[config.mk]
export PLATFORM = sky130hd
export DESIGN_NAME = pcl_control_lines
export DESIGN_NICKNAME = d
export VERILOG_FILES = /design/src/inc/pcl_pkg.sv /design/src/pcl_control_lines.sv /design/src/pcl_edge.sv
export SDC_FILE = /design/constraint.sdc
export NUM_CORES = 1
export LEC_CHECK = 0
export BUFFER_PORTS_ARGS = -buffer_cell sky130_fd_sc_hd__buf_2
export CORE_MARGIN = 2
export CORE_UTILIZATION = 50
export CTS_CLUSTER_DIAMETER = 200
export DETAILED_ROUTE_END_ITERATION = 8
export GPL_TIMING_DRIVEN = 0
export PLACE_DENSITY = 0.86
export SETUP_SLACK_MARGIN = 0.5
export SLEW_MARGIN = 0
export SYNTH_ARGS = -nofsm -noshare
export SYNTH_HDL_FRONTEND = slang
export SYNTH_SLANG_ARGS = --single-unit
[constraint.sdc]
create_clock -name i_clock -period 1.7 [get_ports i_clock]
set_input_delay 0.34 -clock i_clock [delete_from_list [all_inputs] [get_ports i_clock]]
set_output_delay 0.34 -clock i_clock [all_outputs]
set_load 0.005 [all_outputs]
[src/inc/pcl_pkg.sv]
// Shared constants and types for the peripheral control line block
package pcl_pkg;

  // Register port
  localparam int unsigned PCL_ADDR_W = 2;
  localparam int unsigned PCL_CTRL_A_OFS = 0;
  localparam int unsigned PCL_CTRL_B_OFS = 1;

  // Values after reset
  localparam logic [7:0] PCL_CTRL_RESET = 8'h00;
  localparam logic PCL_LINE_RESET = 1'b1;
  localparam logic PCL_IRQ_N_RESET = 1'b1;
  localparam logic [7:0] PCL_RDATA_RESET = 8'h00;
  localparam logic PCL_EDGE_PREV_RESET = 1'b0;
  localparam logic PCL_EDGE_PRIMED_RESET = 1'b0;

  // Control register layout, bit 7 down to bit 0
  typedef struct packed {
    logic event_flag;     // Bit 7, set by event input edge
    logic line_flag;      // Bit 6, set by control line edge (input mode)
    logic line_output;    // Bit 5, control line is an output
    logic line_sel4;      // Bit 4, edge select or manual mode
    logic line_sel3;      // Bit 3, irq enable or output sub-mode
    logic reserved2;      // Bit 2, reads as zero
    logic event_rise;     // Bit 1, event input edge select
    logic event_irq_en;   // Bit 0, event flag irq enable
  } pcl_ctrl_s;

  // Output behaviour of the second control line
  typedef enum logic [1:0] {
    PCL_OUT_HANDSHAKE,
    PCL_OUT_PULSE,
    PCL_OUT_MANUAL
  } pcl_out_mode_e;

  // State of one side
  typedef struct packed {
    pcl_ctrl_s ctrl;
    logic line;
    logic irq_n;
  } pcl_side_s;

  // Whole state of the top module
  typedef struct packed {
    pcl_side_s a;
    pcl_side_s b;
    logic [7:0] rdata;
  } pcl_state_s;

  // State of one edge detector
  typedef struct packed {
    logic prev;
    logic primed;
  } pcl_edge_s;

endpackage

[src/pcl_control_lines.sv]
// Interrupt input and peripheral control lines for sides A and B
//
// Operation
// - First control line is input only
// - Control bit 1 selects event input edge
// - Event input edge sets flag bit 7
// - Bit 0 gates flag 7 onto irq
// - Bit 5 clear: line input, bit 4 edge
// - Input mode line edge sets flag 6
// - Bit 3 gates flag 6 onto irq
// - Data port read clears both flags
// - Bit 5 set: line driven as output
// - A handshake: edge high, read low
// - A pulse: low one cycle after read
// - Manual mode: line follows bit 3
// - B handshake: write low, edge high
// - B pulse: low one cycle after write
`timescale 1ns/1ps
module pcl_control_lines
  import pcl_pkg::*;
#(
  parameter int unsigned ADDR_W = PCL_ADDR_W
) (
  // Clock and reset
  input wire logic i_clock,
  input wire logic i_rstn,
  // Register port
  input wire logic [ADDR_W-1:0] i_addr,
  input wire logic [7:0] i_wdata,
  input wire logic i_write,
  input wire logic i_read,
  output logic [7:0] o_rdata,
  // Data port strobes from the port logic
  input wire logic i_port_a_read,
  input wire logic i_port_b_read,
  input wire logic i_port_b_write,
  // Side A lines
  input wire logic i_side_a_event_input,
  input wire logic i_side_a_control_line,
  output logic o_side_a_control_line,
  output logic o_side_a_control_line_oe,
  output logic o_side_a_irq_n,
  // Side B lines
  input wire logic i_side_b_event_input,
  input wire logic i_side_b_control_line,
  output logic o_side_b_control_line,
  output logic o_side_b_control_line_oe,
  output logic o_side_b_irq_n
);

  generate
    if (ADDR_W < 1) begin : g_bad_addr
      $error("ADDR_W must be at least 1");
    end
  endgenerate

  localparam logic [ADDR_W-1:0] CTRL_A_ADDR = ADDR_W'(PCL_CTRL_A_OFS);
  localparam logic [ADDR_W-1:0] CTRL_B_ADDR = ADDR_W'(PCL_CTRL_B_OFS);

  pcl_state_s state_q;
  pcl_state_s state_d;

  logic a_event_edge;
  logic a_line_edge;
  logic b_event_edge;
  logic b_line_edge;

  // Output mode from bits 4 and 3
  function automatic pcl_out_mode_e out_mode(input pcl_ctrl_s c);
    pcl_out_mode_e m;
    if (c.line_sel4) begin
      m = PCL_OUT_MANUAL;
    end else if (c.line_sel3) begin
      m = PCL_OUT_PULSE;
    end else begin
      m = PCL_OUT_HANDSHAKE;
    end
    return m;
  endfunction

  // Next state of one side; strobe is the side's data port event
  function automatic pcl_side_s side_next(
    input pcl_side_s cur,
    input logic wr_ctrl,
    input logic [7:0] wdata,
    input logic clr,
    input logic ev_edge,
    input logic ln_edge,
    input logic strobe
  );
    pcl_side_s nx;
    pcl_ctrl_s w;
    nx = cur;
    w = pcl_ctrl_s'(wdata);
    // Flags are read only; reserved bit stays zero
    if (wr_ctrl) begin
      nx.ctrl.line_output = w.line_output;
      nx.ctrl.line_sel4 = w.line_sel4;
      nx.ctrl.line_sel3 = w.line_sel3;
      nx.ctrl.event_rise = w.event_rise;
      nx.ctrl.event_irq_en = w.event_irq_en;
    end
    nx.ctrl.reserved2 = 1'b0;
    if (clr) begin
      nx.ctrl.event_flag = 1'b0;
      nx.ctrl.line_flag = 1'b0;
    end
    // A set in the same cycle as the clearing read wins
    if (ev_edge) begin
      nx.ctrl.event_flag = 1'b1;
    end
    if (ln_edge && !cur.ctrl.line_output) begin
      nx.ctrl.line_flag = 1'b1;
    end
    if (nx.ctrl.line_output) begin
      unique case (out_mode(nx.ctrl))
        PCL_OUT_MANUAL: begin
          nx.line = nx.ctrl.line_sel3;
        end
        PCL_OUT_PULSE: begin
          nx.line = !strobe;
        end
        PCL_OUT_HANDSHAKE: begin
          if (strobe) begin
            nx.line = 1'b0;
          end else if (ev_edge) begin
            nx.line = 1'b1;
          end
        end
      endcase
    end else begin
      nx.line = PCL_LINE_RESET;
    end
    nx.irq_n = !((nx.ctrl.event_flag && nx.ctrl.event_irq_en)
      || (nx.ctrl.line_flag && nx.ctrl.line_sel3
      && !nx.ctrl.line_output));
    return nx;
  endfunction

  // Event inputs are only ever sampled, never driven
  pcl_edge u_a_event (
    .i_clock(i_clock),
    .i_rstn(i_rstn),
    .i_level(i_side_a_event_input),
    .i_rise_sel(state_q.a.ctrl.event_rise),
    .o_edge(a_event_edge)
  );

  pcl_edge u_a_line (
    .i_clock(i_clock),
    .i_rstn(i_rstn),
    .i_level(i_side_a_control_line),
    .i_rise_sel(state_q.a.ctrl.line_sel4),
    .o_edge(a_line_edge)
  );

  pcl_edge u_b_event (
    .i_clock(i_clock),
    .i_rstn(i_rstn),
    .i_level(i_side_b_event_input),
    .i_rise_sel(state_q.b.ctrl.event_rise),
    .o_edge(b_event_edge)
  );

  pcl_edge u_b_line (
    .i_clock(i_clock),
    .i_rstn(i_rstn),
    .i_level(i_side_b_control_line),
    .i_rise_sel(state_q.b.ctrl.line_sel4),
    .o_edge(b_line_edge)
  );

  always_comb begin
    state_d = state_q;
    state_d.a = side_next(state_q.a,
      i_write && (i_addr == CTRL_A_ADDR), i_wdata,
      i_port_a_read, a_event_edge, a_line_edge, i_port_a_read);
    state_d.b = side_next(state_q.b,
      i_write && (i_addr == CTRL_B_ADDR), i_wdata,
      i_port_b_read, b_event_edge, b_line_edge, i_port_b_write);
    // Read data stand only in the cycle after the strobe
    state_d.rdata = PCL_RDATA_RESET;
    if (i_read) begin
      if (i_addr == CTRL_A_ADDR) begin
        state_d.rdata = state_q.a.ctrl;
      end else if (i_addr == CTRL_B_ADDR) begin
        state_d.rdata = state_q.b.ctrl;
      end
    end
  end

  always_ff @(posedge i_clock or negedge i_rstn) begin
    if (!i_rstn) begin
      state_q.a.ctrl <= PCL_CTRL_RESET;
      state_q.a.line <= PCL_LINE_RESET;
      state_q.a.irq_n <= PCL_IRQ_N_RESET;
      state_q.b.ctrl <= PCL_CTRL_RESET;
      state_q.b.line <= PCL_LINE_RESET;
      state_q.b.irq_n <= PCL_IRQ_N_RESET;
      state_q.rdata <= PCL_RDATA_RESET;
    end else begin
      state_q <= state_d;
    end
  end

  assign o_rdata = state_q.rdata;
  assign o_side_a_control_line = state_q.a.line;
  assign o_side_a_control_line_oe = state_q.a.ctrl.line_output;
  assign o_side_a_irq_n = state_q.a.irq_n;
  assign o_side_b_control_line = state_q.b.line;
  assign o_side_b_control_line_oe = state_q.b.ctrl.line_output;
  assign o_side_b_irq_n = state_q.b.irq_n;

endmodule

[src/pcl_edge.sv]
// Edge detector for one control input, selectable polarity
`timescale 1ns/1ps
module pcl_edge
  import pcl_pkg::*;
(
  // Clock and reset
  input wire logic i_clock,
  input wire logic i_rstn,
  // Line and edge select
  input wire logic i_level,
  input wire logic i_rise_sel,
  // Detected edge, combinational
  output logic o_edge
);

  pcl_edge_s state_q;
  pcl_edge_s state_d;

  // No edge is reported before a first sample exists
  always_comb begin
    state_d = state_q;
    state_d.prev = i_level;
    state_d.primed = 1'b1;
    o_edge = 1'b0;
    if (state_q.primed) begin
      if (i_rise_sel) begin
        o_edge = !state_q.prev && i_level;
      end else begin
        o_edge = state_q.prev && !i_level;
      end
    end
  end

  always_ff @(posedge i_clock or negedge i_rstn) begin
    if (!i_rstn) begin
      state_q.prev <= PCL_EDGE_PREV_RESET;
      state_q.primed <= PCL_EDGE_PRIMED_RESET;
    end else begin
      state_q <= state_d;
    end
  end

endmodule
==> results of run 1 <==
## cell usage after synthesis
| library cell | n |
|---|---|
| conb_1 | 2 |
| o21ai_0 | 3 |
| and2_0 | 1 |
| buf_6 | 1 |
| buf_4 | 8 |
| nor2b_1 | 1 |
| mux2_4 | 1 |
| nor2_1 | 10 |
| nor3b_4 | 1 |
| nor4bb_1 | 1 |
| a31oi_1 | 2 |
| o32ai_1 | 2 |
| and4b_1 | 1 |
| nand2b_1 | 1 |
| a21oi_1 | 4 |
| mux2i_1 | 9 |
| dfrtp_1 | 26 |
| a32oi_1 | 2 |
| a311o_1 | 2 |
| and2_1 | 1 |
| inv_1 | 9 |
| nand3b_2 | 1 |
| dfstp_2 | 4 |
| o21ai_1 | 1 |
| and3b_1 | 2 |
| mux2_2 | 7 |
## timing repair
item                                   4_1_cts  5_1_grt
buffers inserted                             4        3
endpoints found under the hold margin        0        0
cloned                                       0        0
pin swaps                                    2        5
gates resized for setup                     17        7
setup endpoints to repair                   17       17
## registers in the layout (all words and copies together), names as in the netlist
name,count
state_q,12
o_rdata,7
u_b_line.state_q,2
o_side_a_control_line,1
o_side_a_control_line_oe,1
o_side_a_irq_n,1
o_side_b_control_line,1
o_side_b_control_line_oe,1
o_side_b_irq_n,1
u_a_event.state_q,1
u_a_line.state_q,1
u_b_event.state_q,1
## cells in the final DEF (no fill, tap or decap)
| cell | netlist | final |
|---|---|---|
| and2_0 | 1 | 1 |
| a32oi_1 | 2 | 2 |
| nor3b_4 | 1 | 1 |
| o32ai_2 | 0 | 2 |
| nor4bb_4 | 0 | 1 |
| nand3b_2 | 1 | 1 |
| clkbuf_4 | 0 | 5 |
| a21oi_1 | 4 | 4 |
| nor2_1 | 10 | 10 |
| conb_1 | 2 | 2 |
| buf_2 | 0 | 21 |
| and3b_1 | 2 | 2 |
| nand2b_1 | 1 | 1 |
| clkinv_2 | 0 | 1 |
| mux2i_1 | 9 | 9 |
| buf_4 | 8 | 7 |
| and4b_1 | 1 | 1 |
| mux2_4 | 1 | 2 |
| buf_12 | 0 | 1 |
| a31oi_1 | 2 | 2 |
| and2_1 | 1 | 1 |
| nor2b_1 | 1 | 1 |
| clkbuf_8 | 0 | 1 |
| inv_1 | 9 | 9 |
| clkbuf_1 | 0 | 1 |
| dfrtp_1 | 26 | 25 |
| a311o_1 | 2 | 2 |
| dfrtp_2 | 0 | 1 |
| mux2_2 | 7 | 6 |
| o21ai_1 | 1 | 4 |
| buf_6 | 1 | 16 |
| dfstp_2 | 4 | 4 |
## power by group
group	leakage [nW]	total, mW	switching [mW]	internal [mW]
sequential	0.366	0.876	0.0579	0.818
clock	0.0353	0.436	0.236	0.200
combinational	0.448	0.388	0.171	0.217
## metrics by stage
step	util [%]	setup slack [ns]	power, mW
after global routing	69.6	0.336	1.79
after floorplan	-	0.351	1.06
after global placement	60.5	0.218	1.17
after CTS	67.7	0.373	1.67
final	69.6	0.371	1.70
after detailed placement	60.5	0.179	1.19
## kinds of logic (layout without fill, tap and decap cells)
| logic type | count (synthesis) | count (layout) | synth area share (%) |
|---|---|---|---|
| AO/OA/AOI/OAI | 16 | 16 | 8.34 |
| buffers and inverters | 18 | 62 | 8.15 |
| multiplexers | 17 | 17 | 14.3 |
| flip-flops | 30 | 30 | 58.6 |
| AND/OR/NAND/NOR | 20 | 20 | 10.1 |
| other | 2 | 2 | 0.582 |
## per-layer routing
metal	wire length, um	GRT usage (%)	part of all wire (%)
met3	154	4.92	6.0
met4	29	11.3	1.1
met1	1060	25.4	41
met5	0	0	0
met2	1310	30.6	51
## path summary, 6_finish.rpt
| check | cells past startpoint | slack (ns) | start | to |
|---|---|---|---|---|
| hold reg to reg | 2 | 0.53 | state_q[26]$_DFF_PN0_ | o_rdata[6]$_DFF_PN0_ |
| setup reg to reg | 4 | 0.43 | u_b_line.state_q[0]$_DFF_PN0_ | o_side_a_control_line$_DFFE_PN1P_ |
| hold / removal | 1 | 0.01 | i_rstn | o_rdata[0]$_DFF_PN0_ |
| min in group i_clock | 1 | 0.13 | i_side_a_control_line | u_a_line.state_q[1]$_DFF_PN0_ |
| max in group asynchronous | 1 | 1.24 | i_rstn | u_b_line.state_q[0]$_DFF_PN0_ |
| setup / recovery | 1 | 0.37 | o_side_b_control_line$_DFFE_PN1P_ | o_side_b_control_line |
## layout make-up
type / count / area (um^2)
repair buffers: 36 / 251
inverters: 9 / 33.8
well taps: 30 / 37.5
clock inverters: 1 / 5.00
fillers: 176 / 746
multi-input cells: 55 / 463
plain buffers: 9 / 106
flip-flops and latches: 30 / 757
clock buffers: 7 / 55.1
==> key figures, run 1 <==
Setup path
  • Crit path cell chain: buf_2
  • CP arrival: 0.99 ns
  • CP max-delay cell: dfstp_2
  • Setup CP Type: flop to output port
  • CP delay by family, top: flip-flops
  • CP endpoint kind: output port
  • CP max stage delay: 0.54 ns
  • Startpoint Class: flop
  • Worst Path Required: 1.36 ns
  • Buf/Inv on CP: 1
  • CP max FO: 2

Clock tree
  • Worst-skew pair later-pin latency: 0.33 ns
  • CTS tree: done
  • CTS sink count: 30
  • Total CTS buffers: 5
  • Post-CTS Hold Buffers: 0
  • Clock transition at the registers of the reported paths: 0.09 ns
  • Htree depth: 2
  • Clk root buf: clkbuf_4
  • Clk buf depth: 2

Logic synthesis
  • Mapped Nets: 124
  • Synth area leader: dfrtp_1
  • FF+latch count, synth: 30
  • Yosys top cell area share: 50.4%
  • Synthesized area: 0.00129 mm^2
  • Yosys cell types: 26
  • Synth top area cells: dfrtp_1 (50%), dfstp_2 (8.1%), mux2i_1 (7.0%)
  • Number of synthesis warnings: 0
  • Sequential cell area fraction in the yosys report: 58.6%
  • Cells after synthesis: 103
  • Syn_area_per_cell: 12.5 um^2

Min path
  • Hold Crit Class: input port to asynchronous set/reset pin

Layout
  • Layout area overhead: 32.5%
  • Post-Layout Cell Count: 177
  • Antenna diode count: 0
  • Final Net Count: 167
  • Share of cells above drive strength 1: 47.6%
  • Final instance area: 0.00171 mm^2

Power and ir drop
  • PD cells: 995 mW/mm^2
  • Static leakage: 0.849 nW
  • Worst vdd ir: 1.02 mV

Global route
  • First-pass GRT wire length: 3.97 mm
  • Largest net degree at the start of global routing: 31
  • Total congestion overflow: 0
  • Total GRT Usage: 19.8%
  • Vias in the first global route: 849
  • Initial antenna violation count: 0

Floorplan
  • Die extent in x: 54.8 um
  • CORE AREA: 0.00245 mm^2
  • Die area: 0.00300 mm^2
  • Top Ports: 35
  • FP Rows: 18
  • Initial Util: 52.5%
  • Chip Height: 54.8 um

Status
  • Status: complete, no violations

STA
  • Worst Max-Slew Pin Slew: 0.627 ns
  • Slew HR: 58.2%
  • Setup_tns: 0 ns
  • Tcrit/Tclk final: 78.2%
  • Setup violators final: 0
  • Crit path time final: 1.33 ns
  • Maximum clock frequency: 752 MHz
  • Clk_skew: 0.00731 ns
  • RSZ-0062 raised after global routing: true
  • Final number of max-transition violations: 0
  • Hold_ws: 0.0128 ns
  • Endpoints failing hold: 0

Detailed routing
  • DRT Wirelength: 2.56 mm
  • Drt drc: 0
  • Vias: 928
  • Initial DRC Count: 19
  • Final antenna-violating net count: 0
  • First-pass detailed-route iteration total: 4
  • Wire length per cell: 14.4 um
  • Vias/cell: 5.24

Placement
  • DP HPWL: 1.86 mm
  • Cell Area, Placed: 0.00149 mm^2
  • IO Port Bufs: 29
  • Dpl cells: 162
  • RD Place Congestion: 0.779

Job
  • MaxCap Viol Count: 0
(Power assumes the default switching activity.)
==> run 2, diff against run 1 <==
ABC_AREA = 1   (was not set)
CORE_UTILIZATION = 46   (was 50)
PLACE_DENSITY = 0.82   (was 0.86)
clock period = 1.2 ns   (was 1.7 ns; I/O delays follow)
==> run 2 against run 1 <==
Net effect: clock-buffer cell count increased by 1; sequential share of layout area fell by 7.3 points; design area is 20% higher; clock skew up 0.0046 ns; final cell count is 42% higher; die area increased by 16%; critical path type unchanged; global-route usage increased by 0.76 points; sequential power is 40% higher; clock power increased by 28%; core utilization is 3.3 points higher; critical path depth stayed put; the flow now finishes with violations (DRC, hold timing, setup timing); first-iteration DRC count up 110%.
==> key figures, run 2 <==
Logic synthesis
  • Syn_area_per_cell: 8.36 um^2
  • Mapped Nets: 187
  • Most frequent cells after synthesis: nand2_1 (56), inv_1 (31), dfrtp_1 (26)
  • Yosys top cell area share: 46.9%
  • Cells after synthesis: 166
  • Number of synthesis warnings: 0
  • Synthesized area: 0.00139 mm^2
  • Ys async rst share: 100%
  • Synth area leader: dfrtp_1
  • FF+latch count, synth: 30
  • EDFF count, synth: 0
  • Synth Flop Type: dfrtp_1
  • Yosys cell types: 17
  • Sequential cell area fraction in the yosys report: 54.5%
  • Most frequent cell after synthesis: nand2_1
  • Synth top area cells: dfrtp_1 (47%), nand2_1 (15%), inv_1 (8.4%)

Setup path
  • CP endpoint kind: output port
  • Crit path from: o_side_b_control_line$_DFFE_PN1P_
  • CP arrival: 0.96 ns
  • CP max-delay cell: dfstp_2
  • Startpoint Class: flop
  • Worst Path Required: 0.96 ns
  • CP max FO: 2
  • Setup CP Type: flop to output port
  • Crit path cell chain: buf_6
  • Worst reg2reg setup slack: 0.15 ns
  • Buf/Inv on CP: 1
  • RR Startpoint: u_b_line.state_q[0]$_DFF_PN0_
  • CP delay by family, top: flip-flops
  • CP max stage delay: 0.55 ns

Power and ir drop
  • Worst vdd ir: 0.922 mV
  • PD cells: 1260 mW/mm^2
  • Final Power: 2.57 mW
  • Static leakage: 1.07 nW

Placement
  • DP HPWL: 1.97 mm
  • IO Port Bufs: 30
  • RD Place Congestion: 0.765

Global route
  • Total GRT Usage: 20.6%
  • GR met3 Demand/Resource: 5.71%
  • Largest net degree at the start of global routing: 31
  • Vias in the first global route: 1226
  • Initial antenna violation count: 0
  • Grt peak-use layer: met2
  • Global routing met2 resource utilization: 34.1%
  • Met1 usage: 24.8%
  • First-pass GRT wire length: 5.18 mm
  • Total congestion overflow: 0

Min path
  • Hold Crit Class: input port to asynchronous set/reset pin

Clock tree
  • Total CTS buffers: 5
  • Clock transition at the registers of the reported paths: 0.09 ns
  • CTS sink count: 30
  • Htree depth: 2
  • Clk buf depth: 2
  • CTS tree: done
  • Clk root buf: clkbuf_4
  • Worst-skew pair later-pin latency: 0.33 ns

Floorplan
  • Die extent in x: 58.9 um
  • Die area: 0.00347 mm^2
  • Top Ports: 35
  • FP Rows: 19
  • Chip Height: 58.9 um
  • Initial Util: 49.5%
  • CORE AREA: 0.00281 mm^2

Detailed routing
  • DRT Wirelength: 3.44 mm
  • Vias/cell: 4.95
  • Wire length per cell: 13.7 um
  • Drt drc: 1
  • First-pass detailed-route iteration total: 6
  • Final antenna-violating net count: 0
  • Vias: 1243
  • Initial DRC Count: 39

Layout
  • Highest-count cells in the layout ignoring fill and taps: nand2_1 (42), buf_6 (29), dfrtp_1 (26)
  • Share of cells above drive strength 1: 50.9%
  • Max reg flops: 12
  • Layout area overhead: 47.3%
  • Fillers: 206
  • Antenna diode count: 0
  • Most common cell after layout, fill and taps aside: nand2_1
  • Final Net Count: 240
  • Most flops, register: state_q

STA
  • Worst Max-Slew Pin Slew: 0.650 ns
  • Tcrit/Tclk final: 100%
  • Crit path time final: 1.20 ns
  • RSZ-0062 raised after global routing: true
  • Worst setup margin: -0.00280 ns
  • Final number of max-transition violations: 0
  • Slew HR: 56.6%
  • Setup violators final: 1
  • Endpoints failing hold: 26
  • Maximum clock frequency: 831 MHz
  • Setup_tns: -0.00280 ns
  • Hold_ws: -0.0711 ns
  • Clk_skew: 0.0119 ns

Status
  • Violated checks: DRC, hold timing, setup timing
  • Status: finished with violations

Job
  • MaxCap Viol Count: 0
-- run 2: cell families after synthesis --
logic type / Yosys count / synth area share (%)
AOI/OAI and AO/OA: 20 / 8.03
buffers and inverters: 40 / 13.0
DFF: 30 / 54.5
other: 2 / 0.541
and+or+nand+nor: 74 / 24.0
-- run 2: what timing repair did --
action / 4_1_cts / 5_1_grt
endpoints found under the hold margin: 26 / 26
endpoints found under the setup margin: 31 / 34
cloned: 1 / 0
gates resized for setup: 44 / 34
buffers inserted: 9 / 6
pin swaps: 10 / 11
-- run 2: cell type report --
cell class | instances | area, um^2 | area share, %
Inverter | 32 | 133 | 6.49
Multi-Input combinational cell | 97 | 609 | 29.8
Sequential cell | 30 | 756 | 37.0
Clock buffer | 8 | 48.8 | 2.39
Buffer | 8 | 86.3 | 4.22
Timing Repair Buffer | 45 | 373 | 18.2
Tap cell | 31 | 38.8 | 1.90
-- run 2: report_power, final --
part | leakage (nW) | internal (mW) | total (mW) | switching (mW)
logic | 0.679 | 0.385 | 0.781 | 0.397
registers | 0.364 | 1.15 | 1.23 | 0.0845
clock network | 0.0265 | 0.233 | 0.558 | 0.325
-- run 2: final timing paths --
check,endpoint,depth (start not counted)
max,o_side_b_control_line,1
min,state_q[20]$_DFF_PN0_,1
max reg2reg,o_side_a_irq_n$_DFF_PN1_,7
min reg2reg,state_q[27]$_DFF_PN0_,2
max in group asynchronous,o_side_a_control_line_oe$_DFF_PN0_,1
min in group i_clock,u_b_event.state_q[1]$_DFF_PN0_,1
-- run 2: through the flow --
stage                     worst slack (ns)  cells  utilization, %  instance area (um^2)
after global routing               -0.0383    251            72.9                  2040
after global placement             -0.0742    227            56.7                  1590
after detailed placement            -0.106    227            56.7                  1590
final                             -0.00280    251            72.9                  2040
after floorplan                      0.265    166               -                  1400
after CTS                          -0.0122    245            67.3                  1890
-- run 2: per-layer routing --
layer	up-vias	wire (um)	share of wire, %
li1	590	-	-
met1	603	1400	41
met2	45	1820	53
met3	5	179	5.2
met4	0	38	1.1
met5	-	0	0
==> run 3, diff against run 2 <==
ABC_AREA = 0   (was 1)
CTS_CLUSTER_SIZE = 16   (was not set)
PLACE_DENSITY = 0.83   (was 0.82)
==> run 3 against run 2 <==
Net effect: the flow finishes with violations (hold timing, setup timing); design area down 4.4%; sequential cell count unchanged; non-clock buffer count up 6; sequential share of layout area up 1.8 points; setup slack worse by 0.052 ns; register-to-register slack worse by 0.21 ns; clock skew down 0.0092 ns; die area down 6.6%; fmax down 4.2%; clock-buffer cell count unchanged; largest cell class unchanged.
==> key figures, run 3 (synthesis results as in run 1) <==
Status
  • Status: finished with violations
  • Violated checks: hold timing, setup timing

Layout
  • Most flops, register: state_q
  • Final Net Count: 181
  • Post-layout util: 72.1%
  • Layout area overhead: 51.5%
  • Share of cells above drive strength 1: 57.8%
  • Highest-count cells in the layout ignoring fill and taps: buf_6 (27), dfrtp_1 (24), buf_2 (20)
  • Max reg flops: 12
  • Most common cell after layout, fill and taps aside: buf_6
  • Post-Layout Cell Count: 192
  • Antenna diode count: 0

Floorplan
  • Chip Height: 57.0 um
  • Top Ports: 35
  • CORE AREA: 0.00271 mm^2
  • Initial Util: 47.6%
  • Die area: 0.00324 mm^2
  • Die extent in x: 57.0 um
  • FP Rows: 19

Power and ir drop
  • PD cells: 1400 mW/mm^2
  • Worst vdd ir: 1.43 mV
  • Static leakage: 0.968 nW
  • Final Power: 2.73 mW

Setup path
  • Worst Setup EP: o_side_b_control_line$_DFFE_PN1P_
  • CP max stage delay: 0.44 ns
  • Startpoint Class: flop
  • Crit path from: u_b_line.state_q[0]$_DFF_PN0_
  • CP max-delay cell: dfrtp_2
  • Reg2reg path depth: 5
  • Worst reg2reg setup slack: -0.06 ns
  • RR Startpoint: u_b_line.state_q[0]$_DFF_PN0_
  • Crit path cell chain: buf_6 -> buf_4 -> a311o_1 -> a21oi_1 -> o21ai_1
  • Reg-to-reg endpoint: o_side_b_control_line$_DFFE_PN1P_
  • CP max FO: 3
  • CP endpoint kind: flop
  • CP arrival: 1.52 ns
  • Worst Path Required: 1.46 ns
  • Setup CP Type: flop to flop

Global route
  • First-pass GRT wire length: 4.73 mm
  • Initial antenna violation count: 0
  • Vias in the first global route: 1024
  • Total GRT Usage: 19.5%
  • Total congestion overflow: 0
  • Largest net degree at the start of global routing: 31

Min path
  • Hold Crit Class: input port to asynchronous set/reset pin

STA
  • Clk_skew: 0.00271 ns
  • Tcrit/Tclk final: 105%
  • Endpoints failing hold: 26
  • Worst setup margin: -0.0553 ns
  • Worst Max-Slew Pin Slew: 0.644 ns
  • Maximum clock frequency: 797 MHz
  • Setup violators final: 4
  • Final number of max-transition violations: 0
  • RSZ-0062 raised after global routing: true
  • Setup_tns: -0.129 ns
  • Hold_ws: -0.0732 ns
  • Slew HR: 57.1%
  • Crit path time final: 1.26 ns

Clock tree
  • Clock transition at the registers of the reported paths: 0.09 ns
  • Worst-skew pair later-pin latency: 0.33 ns
  • Clk root buf: clkbuf_4
  • Total CTS buffers: 5
  • Clk buf depth: 2
  • CTS sink count: 30
  • CTS tree: done
  • Htree depth: 2

Placement
  • IO Port Bufs: 29
  • Dpl cells: 163
  • RD Place Congestion: 0.783
  • DP HPWL: 1.86 mm
  • Pre-CTS setup slack: -0.191 ns

Job
  • MaxCap Viol Count: 0

Detailed routing
  • Final antenna-violating net count: 0
  • First-pass detailed-route iteration total: 4
  • Vias: 1008
  • Vias/cell: 5.25
  • Wire length per cell: 15.1 um
  • Initial DRC Count: 9
  • Drt drc: 0
  • DRT Wirelength: 2.91 mm
-- run 3: layout make-up --
type	count	area [um^2]
multi-input cells	55	531
flip-flops and latches	30	758
well taps	31	38.8
inverters	9	33.8
fillers	182	756
repair buffers	50	408
plain buffers	9	106
clock buffers	8	78.8
-- run 3: repair_timing --
action,CTS,global route
hold endpoints to repair,26,26
setup endpoints to repair,37,38
setup buffers,18,3
gates resized for setup,39,11
pin swaps,6,6
-- run 3: how the worst min path moves through the flow --
| stage | start | to | cells after the start |
|---|---|---|---|
| after floorplan | i_rstn | o_rdata[0]$_DFF_PN0_ | 0 |
| after global placement | i_rstn | u_b_event.state_q[1]$_DFF_PN0_ | 1 |
| after detailed placement | i_rstn | u_b_event.state_q[1]$_DFF_PN0_ | 1 |
| after CTS | i_rstn | state_q[21]$_DFFE_PN0N_ | 1 |
| after global routing | i_rstn | state_q[14]$_DFF_PN0_ | 1 |
| final | i_rstn | state_q[14]$_DFF_PN0_ | 1 |
-- run 3: worst max-delay path: cells and delay by family, from the launching register on --
kind	cells	cell delay [ns]
DFF	1	0.44
AOI/OAI and AO/OA	3	0.49
buffers and inverters	2	0.26
-- run 3: per-stage QoR --
stage | hold slack, ns | area [um^2]
finish | -0.0732 | 1950
global route | -0.0284 | 1950
floorplan | -0.0556 | 1320
global placement | 0.288 | 1500
CTS | -0.0568 | 1890
detailed placement | 0.301 | 1500
-- run 3: layer usage --
| metal | global-route usage [%] | wire, um |
|---|---|---|
| met1 | 22.2 | 1110 |
| met2 | 34.0 | 1520 |
| met3 | 5.90 | 182 |
| met4 | 8.31 | 92 |
| met5 | 0 | 0 |
-- run 3: where the power goes --
part           switching [mW]  total, mW  internal (mW)  leakage (nW)
combinational           0.289      0.739          0.450         0.558
clock                   0.334      0.734          0.400        0.0446
sequential             0.0936       1.25           1.16         0.365
